$ cat config.mk
export PLATFORM = sky130hd
export DESIGN_NAME = asr_serial_rx_top
export DESIGN_NICKNAME = d
export VERILOG_FILES = /design/src/hw/asr_pkg.sv /design/src/hw/asr_uart_rx.sv /design/src/hw/asr_serial_rx_top.sv
export VERILOG_INCLUDE_DIRS = /design/src /design/src/hw
export SDC_FILE = /design/constraint.sdc
export NUM_CORES = 1
export LEC_CHECK = 0
export BUFFER_PORTS_ARGS = -buffer_cell sky130_fd_sc_hd__buf_4
export CORE_ASPECT_RATIO = 2
export CORE_MARGIN = 10
export CORE_UTILIZATION = 25
export CTS_CLUSTER_SIZE = 20
export DETAILED_ROUTE_END_ITERATION = 7
export HOLD_SLACK_MARGIN = 0.15
export PLACE_DENSITY = 0.49
export SLEW_MARGIN = 20
export SYNTH_ARGS = -nofsm -noshare
export SYNTH_HDL_FRONTEND = slang
export SYNTH_HIERARCHICAL = 1
export SYNTH_SLANG_ARGS = --single-unit
$ cat constraint.sdc
create_clock -name clk_sys -period 1.9 [get_ports clk_sys]
set_input_delay 0.095 -clock clk_sys [delete_from_list [all_inputs] [get_ports clk_sys]]
set_output_delay 0.095 -clock clk_sys [all_outputs]
set_load 0.01 [all_outputs]
$ cat src/hw/asr_regs.svh
// constants for the avionics serial receive ports
`ifndef ASR_REGS_SVH
`define ASR_REGS_SVH
`define ASR_CLK_HZ 125000000
`define ASR_DTU_BAUD_X10 225000
`define ASR_SAT_BAUD 4800
`define ASR_DTU_STOPS 2
`define ASR_SAT_STOPS 1
`define ASR_A429_BITS 32
`define ASR_A429_GAP_NULLS 4
`define ASR_A429_PAR_IDX 31
`define ASR_LBL_ISO5 8'hEF
`define ASR_LBL_TIME 8'h55
`define ASR_LBL_ALT 8'h84
`define ASR_LBL_TAS 8'h88
`define ASR_LBL_SAT 8'h8B
`define ASR_LBL_DATE 8'hB0
`define ASR_LBL_LAT 8'hC8
`define ASR_LBL_LON 8'hC9
`define ASR_LBL_GS 8'hCA
`define ASR_LBL_WSPD 8'hCD
`define ASR_LBL_WDIR 8'hCE
`define ASR_LBL_SATISO 8'hC4
`define ASR_LBL_SDUSTAT 8'hB8
`endif

$ cat src/hw/asr_pkg.sv
// types shared by the avionics serial receive ports
package asr_pkg;
  typedef enum logic [1:0] {
    UART_IDLE = 2'b00,
    UART_START = 2'b01,
    UART_DATA = 2'b10,
    UART_STOP = 2'b11
  } asr_uart_state_t;
  typedef logic [7:0] asr_byte_t;
  typedef logic [31:0] asr_word_t;
endpackage

$ cat src/hw/asr_uart_rx.sv
// asynchronous byte receiver, lsb first, configurable stop bits
`timescale 1ns/100ps
`include "asr_regs.svh"
module asr_uart_rx #(
  parameter int BIT_CYCLES = 5556,
  parameter int STOP_BITS = 1
) (
  input wire logic clk_sys,
  input wire logic reset,
  input wire logic rxLine,
  output asr_pkg::asr_byte_t rxData,
  output logic rxValid,
  output logic rxFrameErr
);
  import asr_pkg::*;
  localparam int CW = $clog2(BIT_CYCLES + 1);
  localparam logic [CW-1:0] HALF = CW'(BIT_CYCLES / 2 - 1);
  localparam logic [CW-1:0] FULL = CW'(BIT_CYCLES - 1);
  asr_uart_state_t state_q, state_d;
  logic [CW-1:0] cnt_q, cnt_d;
  logic [2:0] bit_q, bit_d;
  logic [1:0] stop_q, stop_d;
  asr_byte_t shf_q, shf_d, data_q, data_d;
  logic vld_q, vld_d, ferr_q, ferr_d, bad_q, bad_d;
  always_comb begin
    state_d = state_q;
    cnt_d = cnt_q;
    bit_d = bit_q;
    stop_d = stop_q;
    shf_d = shf_q;
    data_d = data_q;
    bad_d = bad_q;
    vld_d = 1'b0;
    ferr_d = 1'b0;
    case (state_q)
      UART_IDLE: begin
        if (!rxLine) begin
          state_d = UART_START;
          cnt_d = HALF;
        end
      end
      UART_START: begin
        if (cnt_q != '0) begin
          cnt_d = cnt_q - 1'b1;
        end else if (rxLine) begin
          state_d = UART_IDLE;
        end else begin
          state_d = UART_DATA;
          cnt_d = FULL;
          bit_d = 3'h0;
        end
      end
      UART_DATA: begin
        if (cnt_q != '0) begin
          cnt_d = cnt_q - 1'b1;
        end else begin
          shf_d = {rxLine, shf_q[7:1]};
          cnt_d = FULL;
          bit_d = bit_q + 1'b1;
          if (bit_q == 3'h7) begin
            state_d = UART_STOP;
            stop_d = 2'(STOP_BITS - 1);
            bad_d = 1'b0;
          end
        end
      end
      UART_STOP: begin
        if (cnt_q != '0) begin
          cnt_d = cnt_q - 1'b1;
        end else begin
          cnt_d = FULL;
          if (stop_q == 2'h0) begin
            state_d = UART_IDLE;
            vld_d = 1'b1;
            data_d = shf_q;
            ferr_d = bad_q | ~rxLine;
          end else begin
            bad_d = bad_q | ~rxLine;
            stop_d = stop_q - 1'b1;
          end
        end
      end
      default: state_d = UART_IDLE;
    endcase
  end
  always_ff @(posedge clk_sys) begin
    if (reset) begin
      state_q <= UART_IDLE;
      cnt_q <= '0;
      bit_q <= 3'h0;
      stop_q <= 2'h0;
      shf_q <= 8'h00;
      data_q <= 8'h00;
      vld_q <= 1'b0;
      ferr_q <= 1'b0;
      bad_q <= 1'b0;
    end else begin
      state_q <= state_d;
      cnt_q <= cnt_d;
      bit_q <= bit_d;
      stop_q <= stop_d;
      shf_q <= shf_d;
      data_q <= data_d;
      vld_q <= vld_d;
      ferr_q <= ferr_d;
      bad_q <= bad_d;
    end
  end
  assign rxData = data_q;
  assign rxValid = vld_q;
  assign rxFrameErr = ferr_q;

  AST_VALID_PULSE: assert property (@(posedge clk_sys) disable iff (reset)
    rxValid |=> !rxValid)
    else $error("byte valid longer than one cycle");
  AST_FERR_WITH_VALID: assert property (@(posedge clk_sys) disable iff (reset)
    rxFrameErr |-> rxValid)
    else $error("framing error without byte");
endmodule

$ cat src/hw/asr_serial_rx_top.sv
// avionics serial receive ports: two async receivers and a 429 word receiver
// What this block does
// - the transfer unit port takes 22.5 kbit/s characters of start, eight data, two stops.
// - the satellite port takes 4800 bit/s characters of start, eight data, one stop.
// - new characters go to the satellite unit only while its ready line is high.
// - the 429 input assembles 32-bit words and checks their odd parity bit.
// - a gap of four or more null bit periods delimits words and resets the bit count.
// - navigation labels 357,125,204,210,213,260,310,311,312,315,316 are accepted.
// - satellite variants also accept labels 304 and 270.
`timescale 1ns/100ps
`include "asr_regs.svh"
module asr_serial_rx_top #(
  parameter int DTU_BIT_CYCLES = (`ASR_CLK_HZ * 10) / `ASR_DTU_BAUD_X10,
  parameter int SAT_BIT_CYCLES = `ASR_CLK_HZ / `ASR_SAT_BAUD,
  parameter int A429_NULL_CYCLES = 64,
  parameter bit SAT_VARIANT = 1'b1
) (
  input wire logic clk_sys,
  input wire logic reset,
  input wire logic dataTransferRx,
  output asr_pkg::asr_byte_t dtuData,
  output logic dtuValid,
  output logic dtuFrameErr,
  input wire logic satelliteReceiveLine,
  output asr_pkg::asr_byte_t satData,
  output logic satValid,
  output logic satFrameErr,
  input wire logic satReadyIn,
  input wire logic satTxRequest,
  output logic satTxStartOk,
  input wire logic a429One,
  input wire logic a429Zero,
  output asr_pkg::asr_word_t a429Word,
  output logic a429Valid,
  output logic a429ParityErr
);
  import asr_pkg::*;
  asr_uart_rx #(.BIT_CYCLES(DTU_BIT_CYCLES), .STOP_BITS(`ASR_DTU_STOPS)) uDtu (
    .clk_sys(clk_sys),
    .reset(reset),
    .rxLine(dataTransferRx),
    .rxData(dtuData),
    .rxValid(dtuValid),
    .rxFrameErr(dtuFrameErr)
  );
  asr_uart_rx #(.BIT_CYCLES(SAT_BIT_CYCLES), .STOP_BITS(`ASR_SAT_STOPS)) uSat (
    .clk_sys(clk_sys),
    .reset(reset),
    .rxLine(satelliteReceiveLine),
    .rxData(satData),
    .rxValid(satValid),
    .rxFrameErr(satFrameErr)
  );
  assign satTxStartOk = satTxRequest & satReadyIn;

  // 429: a bit is a one or zero pulse; null is neither
  localparam int NW = $clog2(A429_NULL_CYCLES * `ASR_A429_GAP_NULLS + 1);
  // counted from the fall of the last pulse, so its return-to-zero half counts toward the gap
  localparam logic [NW-1:0] GAP = NW'(A429_NULL_CYCLES * `ASR_A429_GAP_NULLS);
  logic [NW-1:0] null_q, null_d;
  logic [5:0] cnt_q, cnt_d;
  asr_word_t shf_q, shf_d, word_q, word_d;
  logic prev_q, prev_d, vld_q, vld_d, perr_q, perr_d, sync_q, sync_d;
  logic bitHi, labelOk;
  logic [7:0] lbl;
  assign bitHi = a429One | a429Zero;
  assign lbl = shf_d[7:0];
  // accepted labels as one table; the satellite entries sit at the end
  localparam int NNAV = 11;
  localparam int NLBL = 13;
  localparam logic [7:0] LBL_TAB [NLBL] = '{
    `ASR_LBL_ISO5,
    `ASR_LBL_TIME,
    `ASR_LBL_ALT,
    `ASR_LBL_TAS,
    `ASR_LBL_SAT,
    `ASR_LBL_DATE,
    `ASR_LBL_LAT,
    `ASR_LBL_LON,
    `ASR_LBL_GS,
    `ASR_LBL_WSPD,
    `ASR_LBL_WDIR,
    `ASR_LBL_SATISO,
    `ASR_LBL_SDUSTAT
  };
  wire [NLBL-1:0] lblHit;
  for (genvar gi = 0; gi < NLBL; gi++) begin : gLbl
    if (gi < NNAV) begin : gNav
      assign lblHit[gi] = (lbl == LBL_TAB[gi]);
    end else begin : gSat
      // satellite label, only on that variant
      assign lblHit[gi] = SAT_VARIANT && (lbl == LBL_TAB[gi]);
    end
  end
  assign labelOk = |lblHit;
  always_comb begin
    null_d = null_q;
    cnt_d = cnt_q;
    shf_d = shf_q;
    word_d = word_q;
    sync_d = sync_q;
    prev_d = bitHi;
    vld_d = 1'b0;
    perr_d = 1'b0;
    if (bitHi) begin
      null_d = '0;
    end else if (null_q != GAP) begin
      null_d = null_q + 1'b1;
    end
    if (!bitHi && null_q == GAP - 1'b1) begin
      cnt_d = 6'h00;
      sync_d = 1'b1;
    end
    if (bitHi && !prev_q && sync_q) begin
      // first bit sent ends in bit 31; the last eight sent form the label in bits 7:0, msb first
      shf_d = {shf_q[30:0], a429One};
      cnt_d = cnt_q + 1'b1;
      if (cnt_q == 6'(`ASR_A429_BITS - 1)) begin
        cnt_d = 6'h00;
        sync_d = 1'b0;
        if (labelOk) begin
          vld_d = 1'b1;
          word_d = shf_d;
          perr_d = ~(^shf_d);
        end
      end
    end
  end
  always_ff @(posedge clk_sys) begin
    if (reset) begin
      null_q <= '0;
      cnt_q <= 6'h00;
      shf_q <= 32'h00000000;
      word_q <= 32'h00000000;
      prev_q <= 1'b0;
      vld_q <= 1'b0;
      perr_q <= 1'b0;
      sync_q <= 1'b0;
    end else begin
      null_q <= null_d;
      cnt_q <= cnt_d;
      shf_q <= shf_d;
      word_q <= word_d;
      prev_q <= prev_d;
      vld_q <= vld_d;
      perr_q <= perr_d;
      sync_q <= sync_d;
    end
  end
  assign a429Word = word_q;
  assign a429Valid = vld_q;
  assign a429ParityErr = perr_q;

  AST_SAT_READY_GATE: assert property (@(posedge clk_sys) disable iff (reset)
    !satReadyIn |-> !satTxStartOk)
    else $error("start allowed while not ready");
  AST_SAT_GATE_PASS: assert property (@(posedge clk_sys) disable iff (reset)
    (satReadyIn && satTxRequest) |-> satTxStartOk)
    else $error("ready request not passed on");

  AST_A429_PAR: assert property (@(posedge clk_sys) disable iff (reset)
    a429Valid |-> (a429ParityErr == ~(^a429Word)))
    else $error("parity flag wrong");
  AST_A429_PULSE: assert property (@(posedge clk_sys) disable iff (reset)
    a429Valid |=> !a429Valid)
    else $error("word valid not a pulse");
  AST_A429_PERR_PULSE: assert property (@(posedge clk_sys) disable iff (reset)
    a429ParityErr |-> a429Valid)
    else $error("parity error without word");
  AST_A429_CNT_RANGE: assert property (@(posedge clk_sys) disable iff (reset)
    cnt_q < 6'(`ASR_A429_BITS))
    else $error("bit count past word length");
  // a word register that moves without its pulse would hand out torn words
  AST_A429_WORD_HOLD: assert property (@(posedge clk_sys) disable iff (reset)
    $changed(a429Word) |-> a429Valid)
    else $error("word changed without valid");

  AST_A429_NOSYNC: assert property (@(posedge clk_sys) disable iff (reset)
    a429Valid |-> !sync_q)
    else $error("still synced after word");
  AST_A429_GAP_SYNC: assert property (@(posedge clk_sys) disable iff (reset)
    (null_q == GAP) |-> sync_q)
    else $error("full gap did not resynchronise");
  AST_A429_UNSYNC_IGNORE: assert property (@(posedge clk_sys) disable iff (reset)
    !sync_q |=> !a429Valid)
    else $error("word completed without sync");

  AST_DTU_SPACING: assert property (@(posedge clk_sys) disable iff (reset)
    dtuValid |=> !dtuValid [*8])
    else $error("transfer unit bytes too close");
  AST_DTU_HOLD: assert property (@(posedge clk_sys) disable iff (reset)
    $changed(dtuData) |-> dtuValid)
    else $error("transfer unit byte changed without valid");
  AST_SAT_SPACING: assert property (@(posedge clk_sys) disable iff (reset)
    satValid |=> !satValid [*8])
    else $error("satellite bytes too close");
  AST_SAT_HOLD: assert property (@(posedge clk_sys) disable iff (reset)
    $changed(satData) |-> satValid)
    else $error("satellite byte changed without valid");

  AST_LABEL_OK: assert property (@(posedge clk_sys) disable iff (reset)
    a429Valid |-> (a429Word[7:0] inside {`ASR_LBL_ISO5, `ASR_LBL_TIME, `ASR_LBL_ALT,
      `ASR_LBL_TAS, `ASR_LBL_SAT, `ASR_LBL_DATE, `ASR_LBL_LAT, `ASR_LBL_LON, `ASR_LBL_GS,
      `ASR_LBL_WSPD, `ASR_LBL_WDIR, `ASR_LBL_SATISO, `ASR_LBL_SDUSTAT}))
    else $error("unlisted label passed");
  AST_SAT_LBL: assert property (@(posedge clk_sys) disable iff (reset)
    (a429Valid && (a429Word[7:0] inside {`ASR_LBL_SATISO, `ASR_LBL_SDUSTAT})) |-> SAT_VARIANT)
    else $error("satellite label on plain variant");

  // main scenarios
  COV_DTU: cover property (@(posedge clk_sys) disable iff (reset) dtuValid && !dtuFrameErr);
  COV_SAT: cover property (@(posedge clk_sys) disable iff (reset) satValid);
  COV_A429: cover property (@(posedge clk_sys) disable iff (reset) a429Valid);
  COV_FERR: cover property (@(posedge clk_sys) disable iff (reset) dtuFrameErr);
  COV_A429_PERR: cover property (@(posedge clk_sys) disable iff (reset) a429ParityErr);
endmodule

==> run summary, run 1 <==
The total of buffers placed on input and output ports came out at 62. The worst setup path is launched from a register. The final RePlAce weighted congestion is 0.877. Wires add up to 22700 um. Along the worst path, the maximum fanout reaches 7. Global routing finished with a remaining overflow of 0. Yosys printed 6 warnings. The average cell area after synthesis is 8.77 um^2. The fraction of the mapped netlist area in compound gates came out at 15.2%. For the worst setup path, the data required time is 2.28 ns. The slowest stage of the critical path is the sky130_fd_sc_hd__or3b_4 cell. The top-level port count came out at 63.

In the finished design, the share of the clock period the worst path needs comes to 109%. The post-route clock skew came out at 0.00745 ns. The via count of the routed design came out at 7000. By area the synthesized netlist is led by sky130_fd_sc_hd__dfxtp_1 (41%), sky130_fd_sc_hd__mux2i_1 (6.7%), sky130_fd_sc_hd__nand2b_1 (5.7%). The share of cell area taken by muxes after synthesis came out at 6.84%. Cells with a size suffix above 1 make up 28.5% of the layout. The arrival time at the worst endpoint came out at 2.45 ns.

Subtracting the final worst setup slack from the clock period gives 2.07 ns. After legalization and detailed placement, the total HPWL measured 16300 um. The checks that failed: setup timing. Counting distinct cell types in the post-synthesis netlist gives 77. After Yosys synthesis, full adders, half adders and majority gates account for 2.21% of the synthesized area.

The first detailed-routing pass took 4 iterations. The total of max-cap violations is 0. Among all flip-flop cells after synthesis, the most frequent one is sky130_fd_sc_hd__dfxtp_1. The total area inside the core boundary comes to 31400 um^2. The routed length per instance is 15.2 um. In this run the remaining antenna-violating nets after routing total 0. The fraction of synthesized cell area in xor and xnor cells is 4.31%. The relative max-transition margin is 57.3%. 0 antenna diodes ended up in the layout.

Setup violations remaining at the end of the flow were counted as 35. In the final routing, the length of wire on met1 measures 8100 um. After the flow finishes, the layout carries non-filler instances totaling 1499. Synthesis inferred 162 register bits. The maximum number of pins on one net before global-route repair came out at 51. In this design, the largest share of critical-path delay is due to compound AO/OA/AOI/OAI gates. The number of global-route vias before repair came out at 7186. The sum of met3 wire segment lengths after detailed routing is 540 um. The number of placement rows is 92. Of all cell types, the one taking the most synthesized area is sky130_fd_sc_hd__dfxtp_1. The later-pin clock latency in the skew report is 0.44 ns. The number of buffer and inverter instances along the worst setup path is 1. At the end of the flow, the number of nets in the layout was 1085. The tightest min-delay check is of the input port to register type. The maximum single-stage delay on the critical path came out at 0.39 ns.

After layout, the worst setup slack is -0.173 ns. The flow ran to the end, but the final reports show violations. The cell count after synthesis came out at 903.

After synthesis, the largest area contributor takes up 40.9% of total cell area. The clock passes through at most 2 buffers. The cell area after technology mapping is 7920 um^2. In this run, placement finished with an instance count of 1452.

The number of remaining DRC errors came out at 0. The overall fraction of global-route tracks in use is 11.4%. The H-tree was split into 4 levels. The y dimension of the die is 272 um. The number of CTS-inserted buffers is 17. The critical path is of the register to register type.

By area, the combinational part of the netlist is dominated by simple AND/OR/NAND/NOR gates. The die outline width is 146 um. Counting flops with an async set or reset pin after synthesis yields a share of 0%. Clock-pin slew was measured on the worst setup and hold paths at 0.06 ns. The number of antenna violations at the first check in global routing came to 0. The first routing iteration left 360 violations.

Setup repair after global routing could not meet its margin everywhere. Using the TritonRoute via totals, the vias-per-cell ratio works out to 4.67. In this run the static leakage power is 0.00389 uW.

Walking the worst path, the cells encountered are or3b_4 -> a2111oi_4 -> o21a_1 -> a211o_1 -> o311a_4 -> clkbuf_16 -> mux2i_1. CTS placed an instance of sky130_fd_sc_hd__clkbuf_16 at the clock tree root. The floorplan die area came out at 39600 um^2.

Summing the sequential cell areas from Yosys gives 40.9% of the chip area. The number of flops mapped to enable cells by yosys came out at 0. The topmost layer with routed signal wires is met4. The area added between synthesis and finish is 34.4%. The worst setup path is captured at a register. The area fraction in and, or, nand and nor cells after synthesis is 25.3%. The final hold violation count was 0.

The worst-case IR drop observed on VDD is 0.601 mV. The first global-routing pass estimated 36700 um of wire. The power density over the cells is 834 nW/um^2.

The clock net sink count is 162. The effective utilization at floorplan is 25.2%. TritonCTS built the clock tree. Wire segments on met2 add up to 13300 um in the final route.

The pre-CTS worst setup slack came out at -0.217 ns. The highest clock rate is 483 MHz. The slew at the pin with the worst max-slew slack is 0.639 ns. Synthesis produced a netlist with a net count of 925.

The max-slew violation count came to 0.
-- worst paths after layout --
check,startpoint,to,slack (ns),cells past startpoint
max reg2reg,shf_q[2],a429Word[17],-0.17,7
max,shf_q[2],a429Word[17],-0.17,7
min reg2reg,uDtu/shf_q[0],uDtu/rxData[0],0.46,2
min,a429One,prev_q,0.26,5
-- cells by family after synthesis --
| group | after synthesis |
|---|---|
| fa+ha+maj | 14 |
| flops | 162 |
| simple gates | 363 |
| mux | 54 |
| xor+xnor | 39 |
| compound gates | 193 |
| buf+inv | 78 |
-- stage by stage --
step | utilization, % | total power, uW | TNS, ns | instance area, um^2 | hold slack, ns
floorplan | - | 4600 | -1.18 | 7960 | 0.204
global placement | 30.5 | 5310 | -4.57 | 9590 | 0.386
detailed placement | 30.5 | 5320 | -6.60 | 9590 | 0.385
CTS | 33.1 | 8900 | -4.85 | 10400 | 0.226
global route | 33.9 | 9300 | -8.81 | 10600 | 0.286
finish | 33.9 | 8880 | -5.17 | 10600 | 0.261
-- cell type report --
type                            instances  area [um^2]
Tap cell                              423          529
Clock inverter                          8          104
Clock buffer                           24          472
Inverter                               21         81.3
Fill cell                            3243        20800
Multi-Input combinational cell        663         4550
Timing Repair Buffer                  198         1640
Sequential cell                       162         3260
-- synth_stat cells, drive strengths merged, types with 5 or more instances --
master  instances
a211oi         15
a21oi          79
a311oi          6
a31oi           8
and3            7
buf            22
clkbuf         34
dfxtp         162
ha             14
inv            20
mux2i          53
nand2          87
nand2b         72
nand3          31
nand3b          5
nand4           6
nor2           65
nor2b          12
nor3           17
nor4           14
nor4b           8
o21a            5
o21ai          40
or3             8
or4             8
xnor2          31
xor2            8
-- worst reg2reg max path, stage by stage (launching register included) --
cell                        delay, ns
sky130_fd_sc_hd__dfxtp_4         0.36
sky130_fd_sc_hd__or3b_4          0.39
sky130_fd_sc_hd__a2111oi_4       0.29
sky130_fd_sc_hd__o21a_1          0.15
sky130_fd_sc_hd__a211o_1         0.11
sky130_fd_sc_hd__o311a_4         0.32
sky130_fd_sc_hd__clkbuf_16       0.20
sky130_fd_sc_hd__mux2i_1         0.18
-- state kept, by name, summed over array words and instances, names as in the netlist, 9 cells and up, named ones only --
signal,flops
shf_q,31
uSat/cnt_q,15
null_q,9
a429Word,32
uDtu/cnt_q,13
-- repair_timing --
item,in CTS,in global routing
endpoints found under the hold margin,18,0
pin swaps,5,18
setup buffers,4,6
resized for setup,32,52
gates cloned,2,2
setup endpoints to repair,55,97
hold buffers,4,0
-- layer usage --
layer | track usage, % | vias to the layer above
met1 | 10.5 | 3356
met4 | 5.56 | 0
met5 | 0 | -
met3 | 2.30 | 42
met2 | 22.9 | 93
li1 | - | 3509
-- power breakdown --
| group | switching (uW) | total (uW) | internal [uW] |
|---|---|---|---|
| clock | 1440 | 3440 | 2010 |
| combinational | 951 | 1830 | 874 |
| sequential | 112 | 3620 | 3500 |
-- placed cells by master, fill, tap and decap left out, types with 12 or more instances in the layout --
cell	netlist	layout
sky130_fd_sc_hd__a211oi_1	15	13
sky130_fd_sc_hd__clkbuf_16	0	18
sky130_fd_sc_hd__inv_1	20	16
sky130_fd_sc_hd__xnor2_1	31	30
sky130_fd_sc_hd__buf_4	5	174
sky130_fd_sc_hd__nand2_1	84	83
sky130_fd_sc_hd__nand2b_1	72	70
sky130_fd_sc_hd__mux2i_1	53	53
sky130_fd_sc_hd__nand3_1	31	31
sky130_fd_sc_hd__o21ai_0	39	31
sky130_fd_sc_hd__nor3_1	13	12
sky130_fd_sc_hd__nor2_1	62	58
sky130_fd_sc_hd__dfxtp_1	162	152
sky130_fd_sc_hd__a21oi_1	79	76
(Power assumes the default switching activity.)
==> run 2, diff against run 1 <==
--- a/config.mk
+++ b/config.mk
@@ -12,6 +12,7 @@
 export CORE_UTILIZATION = 25
 export CTS_CLUSTER_SIZE = 20
 export DETAILED_ROUTE_END_ITERATION = 7
+export GPL_TIMING_DRIVEN = 0
 export HOLD_SLACK_MARGIN = 0.15
 export PLACE_DENSITY = 0.49
 export SLEW_MARGIN = 20
==> run summary, run 2 (synthesized netlist as in run 1, its figures left out) <==
The critical path goes through and2b_2 -> o21ai_4 -> or4_4 -> a221oi_4 -> o311a_4 -> buf_8 -> buf_12 -> mux2i_1. Setup violations remaining at the end of the flow were counted as 41. The worst setup path is captured at a register. The leakage component of the power is 0.00373 uW. The end of the worst register-to-register path is a429Word[8]. The relative max-transition margin is 52.7%. The root buffer selected by CTS is sky130_fd_sc_hd__clkbuf_16. The H-tree generated during clock tree synthesis spans 4 levels. The commonest non-fill, non-tap cell in the layout is sky130_fd_sc_hd__dfxtp_1. The later-pin clock latency in the skew report came out at 0.45 ns. The post-route cell area is 10600 um^2.

The number of remaining DRC errors came out at 0. The number of global-route vias before repair came to 7115. After detailed routing, the number of vias per cell comes to 4.74. The max-slew violation count came out at 0.

The source of the worst hold timing path is reset. The number of placement rows is 92. The remaining global-route overflow came out at 0. The power density over the cells came out at 847 nW/um^2. Summing all multi-input logic gate instances after layout gives 4750 um^2.

The kind of critical path is register to register. The filler cells instantiated in the layout total 3260. In the final design database the tool counted 1056 nets. The slew at the pin with the worst max-slew slack is 0.707 ns. The fraction of layout instances using a drive strength above 1 came out at 26.8%. The floorplan die area is 39600 um^2. The maximum fanout encountered on the critical timing path came out at 5.

The minimum period implied by the final worst setup slack is 2.12 ns. On the worst path, the slowest cell contributes a delay of 0.43 ns. The final wirelength is 24000 um. The worst ir drop on vdd is 0.714 mV. The area added between synthesis and finish came out at 34.4%. The hold path endpoint is uDtu/rxValid. The clock net sink count is 162.

The initial detailed-routing violation count came out at 311. The number of buffer and inverter instances along the worst setup path is 2. The maximum number of pins on one net before global-route repair is 17.

The floorplan step set the die height to 272 um. The die is 146 um wide. Counting along the longest clock path gives a buffer depth of 2. Once the floorplan was initialized, standard cells occupied 25.2% of the core.

The total placed instance area is 8960 um^2. The total of max-cap violations came out at 0. The number of antenna violations at the first check in global routing is 0. For this run, the total global-route usage over all layers was measured as 11.9%. The number of CTS-inserted buffers came out at 17. The kind of path behind the tightest hold check is input port to register. The worst path required time came out at 2.28 ns. After floorplanning, the core was sized to cover 31400 um^2.

The setup slack on the worst flop-to-flop path came out at -0.22 ns. The worst register-to-register path begins at prev_q. The via count of the routed design is 6967. The flow ran to the end, but the final reports show violations. The checks that failed: setup timing. The final RePlAce weighted congestion is 0.862. The post-route clock skew is 0.00912 ns. The HPWL reported at the end of detailed placement is 16900 um. The antenna cell count came out at 0. Setup repair after global routing could not meet its margin everywhere.

For the worst flop-to-flop path, the logic depth is 8. The routed length per instance came out at 16.3 um. The final hold violation count came out at 0. TritonCTS built the clock tree. The final critical-path share of the clock period came out at 112%.

The highest clock rate came out at 472 MHz. The cell depth of the worst min-delay path is 3. The worst setup path is launched from a register. The first global-routing pass estimated 37800 um of wire. Among all stages on the critical path, the largest delay is contributed by sky130_fd_sc_hd__or4_4. After clock tree synthesis, the clock-pin slew on the worst setup and hold paths is 0.06 ns. Among cell families on the critical path, the largest total delay comes from simple AND/OR/NAND/NOR gates. The register with the most flip-flops in the layout has 32 of them.

The arrival time at the worst endpoint came out at 2.50 ns. The library cells used most frequently in the layout, excluding fill and tap cells, are sky130_fd_sc_hd__dfxtp_1 (144), sky130_fd_sc_hd__buf_4 (98), sky130_fd_sc_hd__nand2_1 (82). After routing, the total negative slack on setup checks comes to -6.52 ns.

The slack of the critical path is -0.219 ns. The number of routed nets with antenna violations is 0. The top-level port count is 63. The total of buffers placed on input and output ports is 62. The detailed-routing iteration count for the pre-antenna-repair pass is 5. The sequential cells in the finished layout cover a total of 3280 um^2.
run 2: cell types whose count changed in the layout (fill, tap and decap cells not counted), sizes merged:
cell         previous run  this run
buf                   193       135
clkbuf                 25        48
inv                    20        26
clkinv                  6         3
dlygate4sd1             0         1
dlygate4sd3             4         5
or4                     8         9
run 2: layout make-up:
| cell class | count | area share [%] |
|---|---|---|
| inverters | 21 | 0.788 |
| flip-flops and latches | 162 | 30.8 |
| repair buffers | 119 | 10.0 |
| plain buffers | 49 | 3.15 |
| clock buffers | 21 | 4.33 |
| multi-input cells | 664 | 44.6 |
| clock inverters | 11 | 1.30 |
| well taps | 423 | 4.97 |
run 2: per-stage QoR:
step / setup slack [ns] / power (uW) / std cells / utilization (%) / hold slack (ns)
after floorplan: -0.0393 / 4600 / 903 / - / 0.204
after global placement: -0.783 / 4970 / 1388 / 28.5 / 0.387
after CTS: -0.283 / 8890 / 1458 / 32.7 / 0.171
final: -0.219 / 9020 / 1470 / 33.9 / 0.208
after detailed placement: -0.746 / 4960 / 1388 / 28.5 / 0.394
after global routing: -0.334 / 9400 / 1470 / 33.9 / 0.224
run 2: where the power goes:
group / internal [uW] / total (uW) / switching [uW]
clock: 2040 / 3580 / 1540
sequential: 3510 / 3690 / 182
combinational: 798 / 1750 / 954
run 2: worst register-to-register path: cells and delay by family (launching register included):
kind            cells  cell delay [ns]
compound gates      3             0.57
buf+inv             2             0.28
flops               1             0.33
mux                 1             0.19
simple gates        2             0.68
run 2: worst max-delay path by stage:
| stage | from | endpoint | depth (start not counted) |
|---|---|---|---|
| after floorplan | prev_q | a429Word[1] | 8 |
| after global placement | uDtu/cnt_q[0] | uDtu/cnt_q[6] | 6 |
| after detailed placement | uDtu/cnt_q[0] | uDtu/cnt_q[9] | 6 |
| after CTS | prev_q | a429Word[9] | 9 |
| after global routing | prev_q | a429Word[1] | 9 |
| final | prev_q | a429Word[8] | 8 |
run 2: what timing repair did:
action / CTS / global route
hold buffers: 5 / 0
hold endpoints to repair: 17 / 0
resized for setup: 82 / 81
endpoints found under the setup margin: 111 / 108
pin swaps: 21 / 31
buffers inserted: 35 / 15
cloned: 6 / 0
run 2: layer usage:
layer | up-vias | track usage, % | share of wire, %
li1 | 3461 | - | -
met1 | 3343 | 10.6 | 36
met2 | 116 | 24.0 | 59
met3 | 47 | 2.10 | 2.2
met4 | 0 | 6.89 | 3.2
met5 | - | 0 | 0
==> run 3, diff against run 2 <==
--- a/config.mk
+++ b/config.mk
@@ -14,7 +14,7 @@
 export DETAILED_ROUTE_END_ITERATION = 7
 export GPL_TIMING_DRIVEN = 0
 export HOLD_SLACK_MARGIN = 0.15
-export PLACE_DENSITY = 0.49
+export PLACE_DENSITY = 0.39
 export SLEW_MARGIN = 20
 export SYNTH_ARGS = -nofsm -noshare
 export SYNTH_HDL_FRONTEND = slang
==> run summary, run 3 (synthesized netlist as in run 1, its figures left out) <==
The max-slew violation count was 0. In the routed design, unresolved DRC markers number 0. The initial utilization of the core area, before any placement, comes to 25.2%. The die outline width came out at 146 um. The highest layer touched by signal routing is met4.

The later-pin clock latency in the skew report is 0.45 ns. The worst hold path was traced through 4 stages. The logic depth of the worst register-to-register path is 9.

Using the TritonRoute via totals, the vias-per-cell ratio works out to 4.70. The number of setup violations in the final report came out at 60. After routing the design area is 10700 um^2. The sequential cells in the finished layout cover a total of 3280 um^2. The final hold violation count came out at 0. Leaving out fill and tap cells, the most frequent cells in the layout are sky130_fd_sc_hd__dfxtp_1 (146), sky130_fd_sc_hd__buf_4 (100), sky130_fd_sc_hd__nand2_1 (83). The maximum fanout encountered on the critical timing path is 5. The worst path uses 115% of the clock period. The number of placement rows is 92.

The routed length per instance is 17.5 um. The root buffer selected by CTS is sky130_fd_sc_hd__clkbuf_16. The part of the power in the clock network came out at 38.2%.

The share of the core filled with cells in the final layout came out at 34.0%. The internal power summed over all cells came out at 6040 uW. The layout filler cell count came out at 3259. The startpoint of the worst register-to-register path is prev_q.

TritonCTS built the clock tree. The final RePlAce weighted congestion came out at 0.806. The top-level port count came out at 63. The hold path endpoint is shf_q[0]. The clock net sink count is 162. The total placed instance area is 8960 um^2.

Wire segments on met3 add up to 717 um in the final route. The area of the multi-input gates came out at 4750 um^2. The global-route wire length before repair came out at 40800 um.

The detailed-routed wire length on met2 is 15500 um. Headroom to the max-slew limit came out at 46.7%. Setup repair after global routing could not meet its margin everywhere.

The total of buffers placed on input and output ports came out at 62. The floorplan die area came out at 39600 um^2. The post-route clock skew came out at 0.0143 ns. The number of routed nets with antenna violations is 0. The leakage component of the power is 0.00375 uW.

The tool flagged a number of max-cap violations equal to 0. The area inside the core boundary is 31400 um^2. The worst ir drop on vdd is 0.693 mV. The maximum buffer depth of the clock tree is 2. The share of power burned in registers came out at 41.9%.

The highest clock rate came out at 456 MHz. The slew at the pin with the worst max-slew slack came out at 0.800 ns. The checks that failed: setup timing. Summed over all nets, the half-perimeter wirelength after detailed placement is 18500 um. The met1 wire length is 8760 um.

The maximum level of the CTS H-tree is 4. The worst setup path is captured at a register. The y dimension of the die came out at 272 um.

In the post-route analysis, the smallest setup slack over all paths is -0.291 ns. The register with the most flip-flops in the layout has 32 of them. Net switching is 31.4% of the power. The startpoint identified for the worst hold timing path is a429One. The worst hold path belongs to the class input port to register. The via count of the routed design came out at 6937.

The number of antenna violations at the first check in global routing came out at 0. The number of global-route vias before repair came to 7294. The arrival time at the worst endpoint is 2.57 ns. The overall fraction of global-route tracks in use is 13.0%. The repair_antennas step left the layout with diodes totalling 0.

The kind of start point of the critical path is a register. The worst setup path is of the register to register kind. In this run, the number of DRC markers left after iteration 0 of detailed routing was 365. Global routing finished with a remaining overflow of 0.

The final wirelength is 25800 um. The worst register-to-register path ends at a429Word[3]. For the finished layout, the period the worst path requires is 2.19 ns. The fraction of layout instances using a drive strength above 1 is 27.8%. The commonest non-fill, non-tap cell in the layout is sky130_fd_sc_hd__dfxtp_1.

The detailed-routing iteration count for the pre-antenna-repair pass came out at 4. The final layout contains 1061 nets. The area added between synthesis and finish came out at 34.7%.

The setup check on the worst reg-to-reg path leaves a slack of -0.29 ns. The maximum number of pins on one net before global-route repair came out at 17. In this run the power density over the cells is 825 nW/um^2. The clock input transition at the sequential cells of the worst setup and hold paths came out at 0.07 ns.

Data on the critical path is required at its endpoint by 2.28 ns. Combinational logic burns 19.9% of the power. The flow ran to the end, but the final reports show violations. The power dissipated by switching net loads came out at 2770 uW. The number of CTS-inserted buffers is 17.
run 3: cell types whose count changed in the layout (fill, tap and decap cells not counted), sizes merged:
cell / change
buf: +4
bufinv: -2
clkinvlp: +2
or4: -1
inv: +2
run 3: area by class of cell:
| cell class | instances | share of cell area [%] |
|---|---|---|
| clock buffers | 19 | 4.15 |
| plain buffers | 53 | 3.48 |
| repair buffers | 121 | 10.3 |
| clock inverters | 13 | 1.10 |
| inverters | 21 | 0.786 |
| multi-input cells | 663 | 44.5 |
| well taps | 423 | 4.96 |
| flip-flops and latches | 162 | 30.7 |
run 3: per-stage QoR:
step / power (uW) / setup WS [ns] / std cells / hold slack (ns) / TNS, ns
final: 8800 / -0.291 / 1475 / 0.182 / -9.66
after global routing: 9210 / -0.399 / 1475 / 0.205 / -15.28
after CTS: 8700 / -0.336 / 1460 / 0.159 / -11.37
after detailed placement: 4990 / -0.581 / 1388 / 0.402 / -32.79
after global placement: 5010 / -0.599 / 1388 / 0.404 / -34.28
after floorplan: 4600 / -0.0393 / 903 / 0.204 / -1.18
run 3: metal layers:
| metal | vias up | track usage [%] |
|---|---|---|
| li1 | 3467 | - |
| met1 | 3313 | 11.2 |
| met2 | 115 | 27.0 |
| met3 | 42 | 2.37 |
| met4 | 0 | 6.71 |
| met5 | - | 0 |
run 3: power groups by stage:
stage          Combinational [uW]  Sequential, uW  Clock [uW]
3_3_place_gp                 1280            3730           0
2_1_floorplan                 914            3680           0
5_1_grt                      1880            3700        3620
4_1_cts                      1510            3680        3510
3_5_place_dp                 1260            3730           0
6_report                     1750            3690        3360
run 3: worst max path at each step:
stage,to,start,slack (ns)
floorplan,a429Word[1],prev_q,-0.04
global placement,uDtu/cnt_q[7],uDtu/cnt_q[1],-0.60
detailed placement,uDtu/cnt_q[7],uDtu/cnt_q[1],-0.58
CTS,a429Word[1],prev_q,-0.34
global route,a429Word[7],prev_q,-0.40
finish,a429Word[3],prev_q,-0.29
run 3: worst max-delay path: stages (launching register included):
cell and delay [ns]:
sky130_fd_sc_hd__dfxtp_2 0.32, sky130_fd_sc_hd__and2b_2 0.24, sky130_fd_sc_hd__o21ai_4 0.07, sky130_fd_sc_hd__or4_4 0.43, sky130_fd_sc_hd__a221oi_4 0.24, sky130_fd_sc_hd__o311a_1 0.23, sky130_fd_sc_hd__buf_6 0.15, sky130_fd_sc_hd__buf_12 0.12
sky130_fd_sc_hd__clkbuf_16 0.15, sky130_fd_sc_hd__mux2i_1 0.18
run 3: repair_timing:
action,CTS,global route
pin swaps,21,39
hold buffers,5,0
gates resized for setup,71,110
setup buffers,35,15
endpoints found under the hold margin,16,0
endpoints found under the setup margin,114,105
gates cloned,4,1
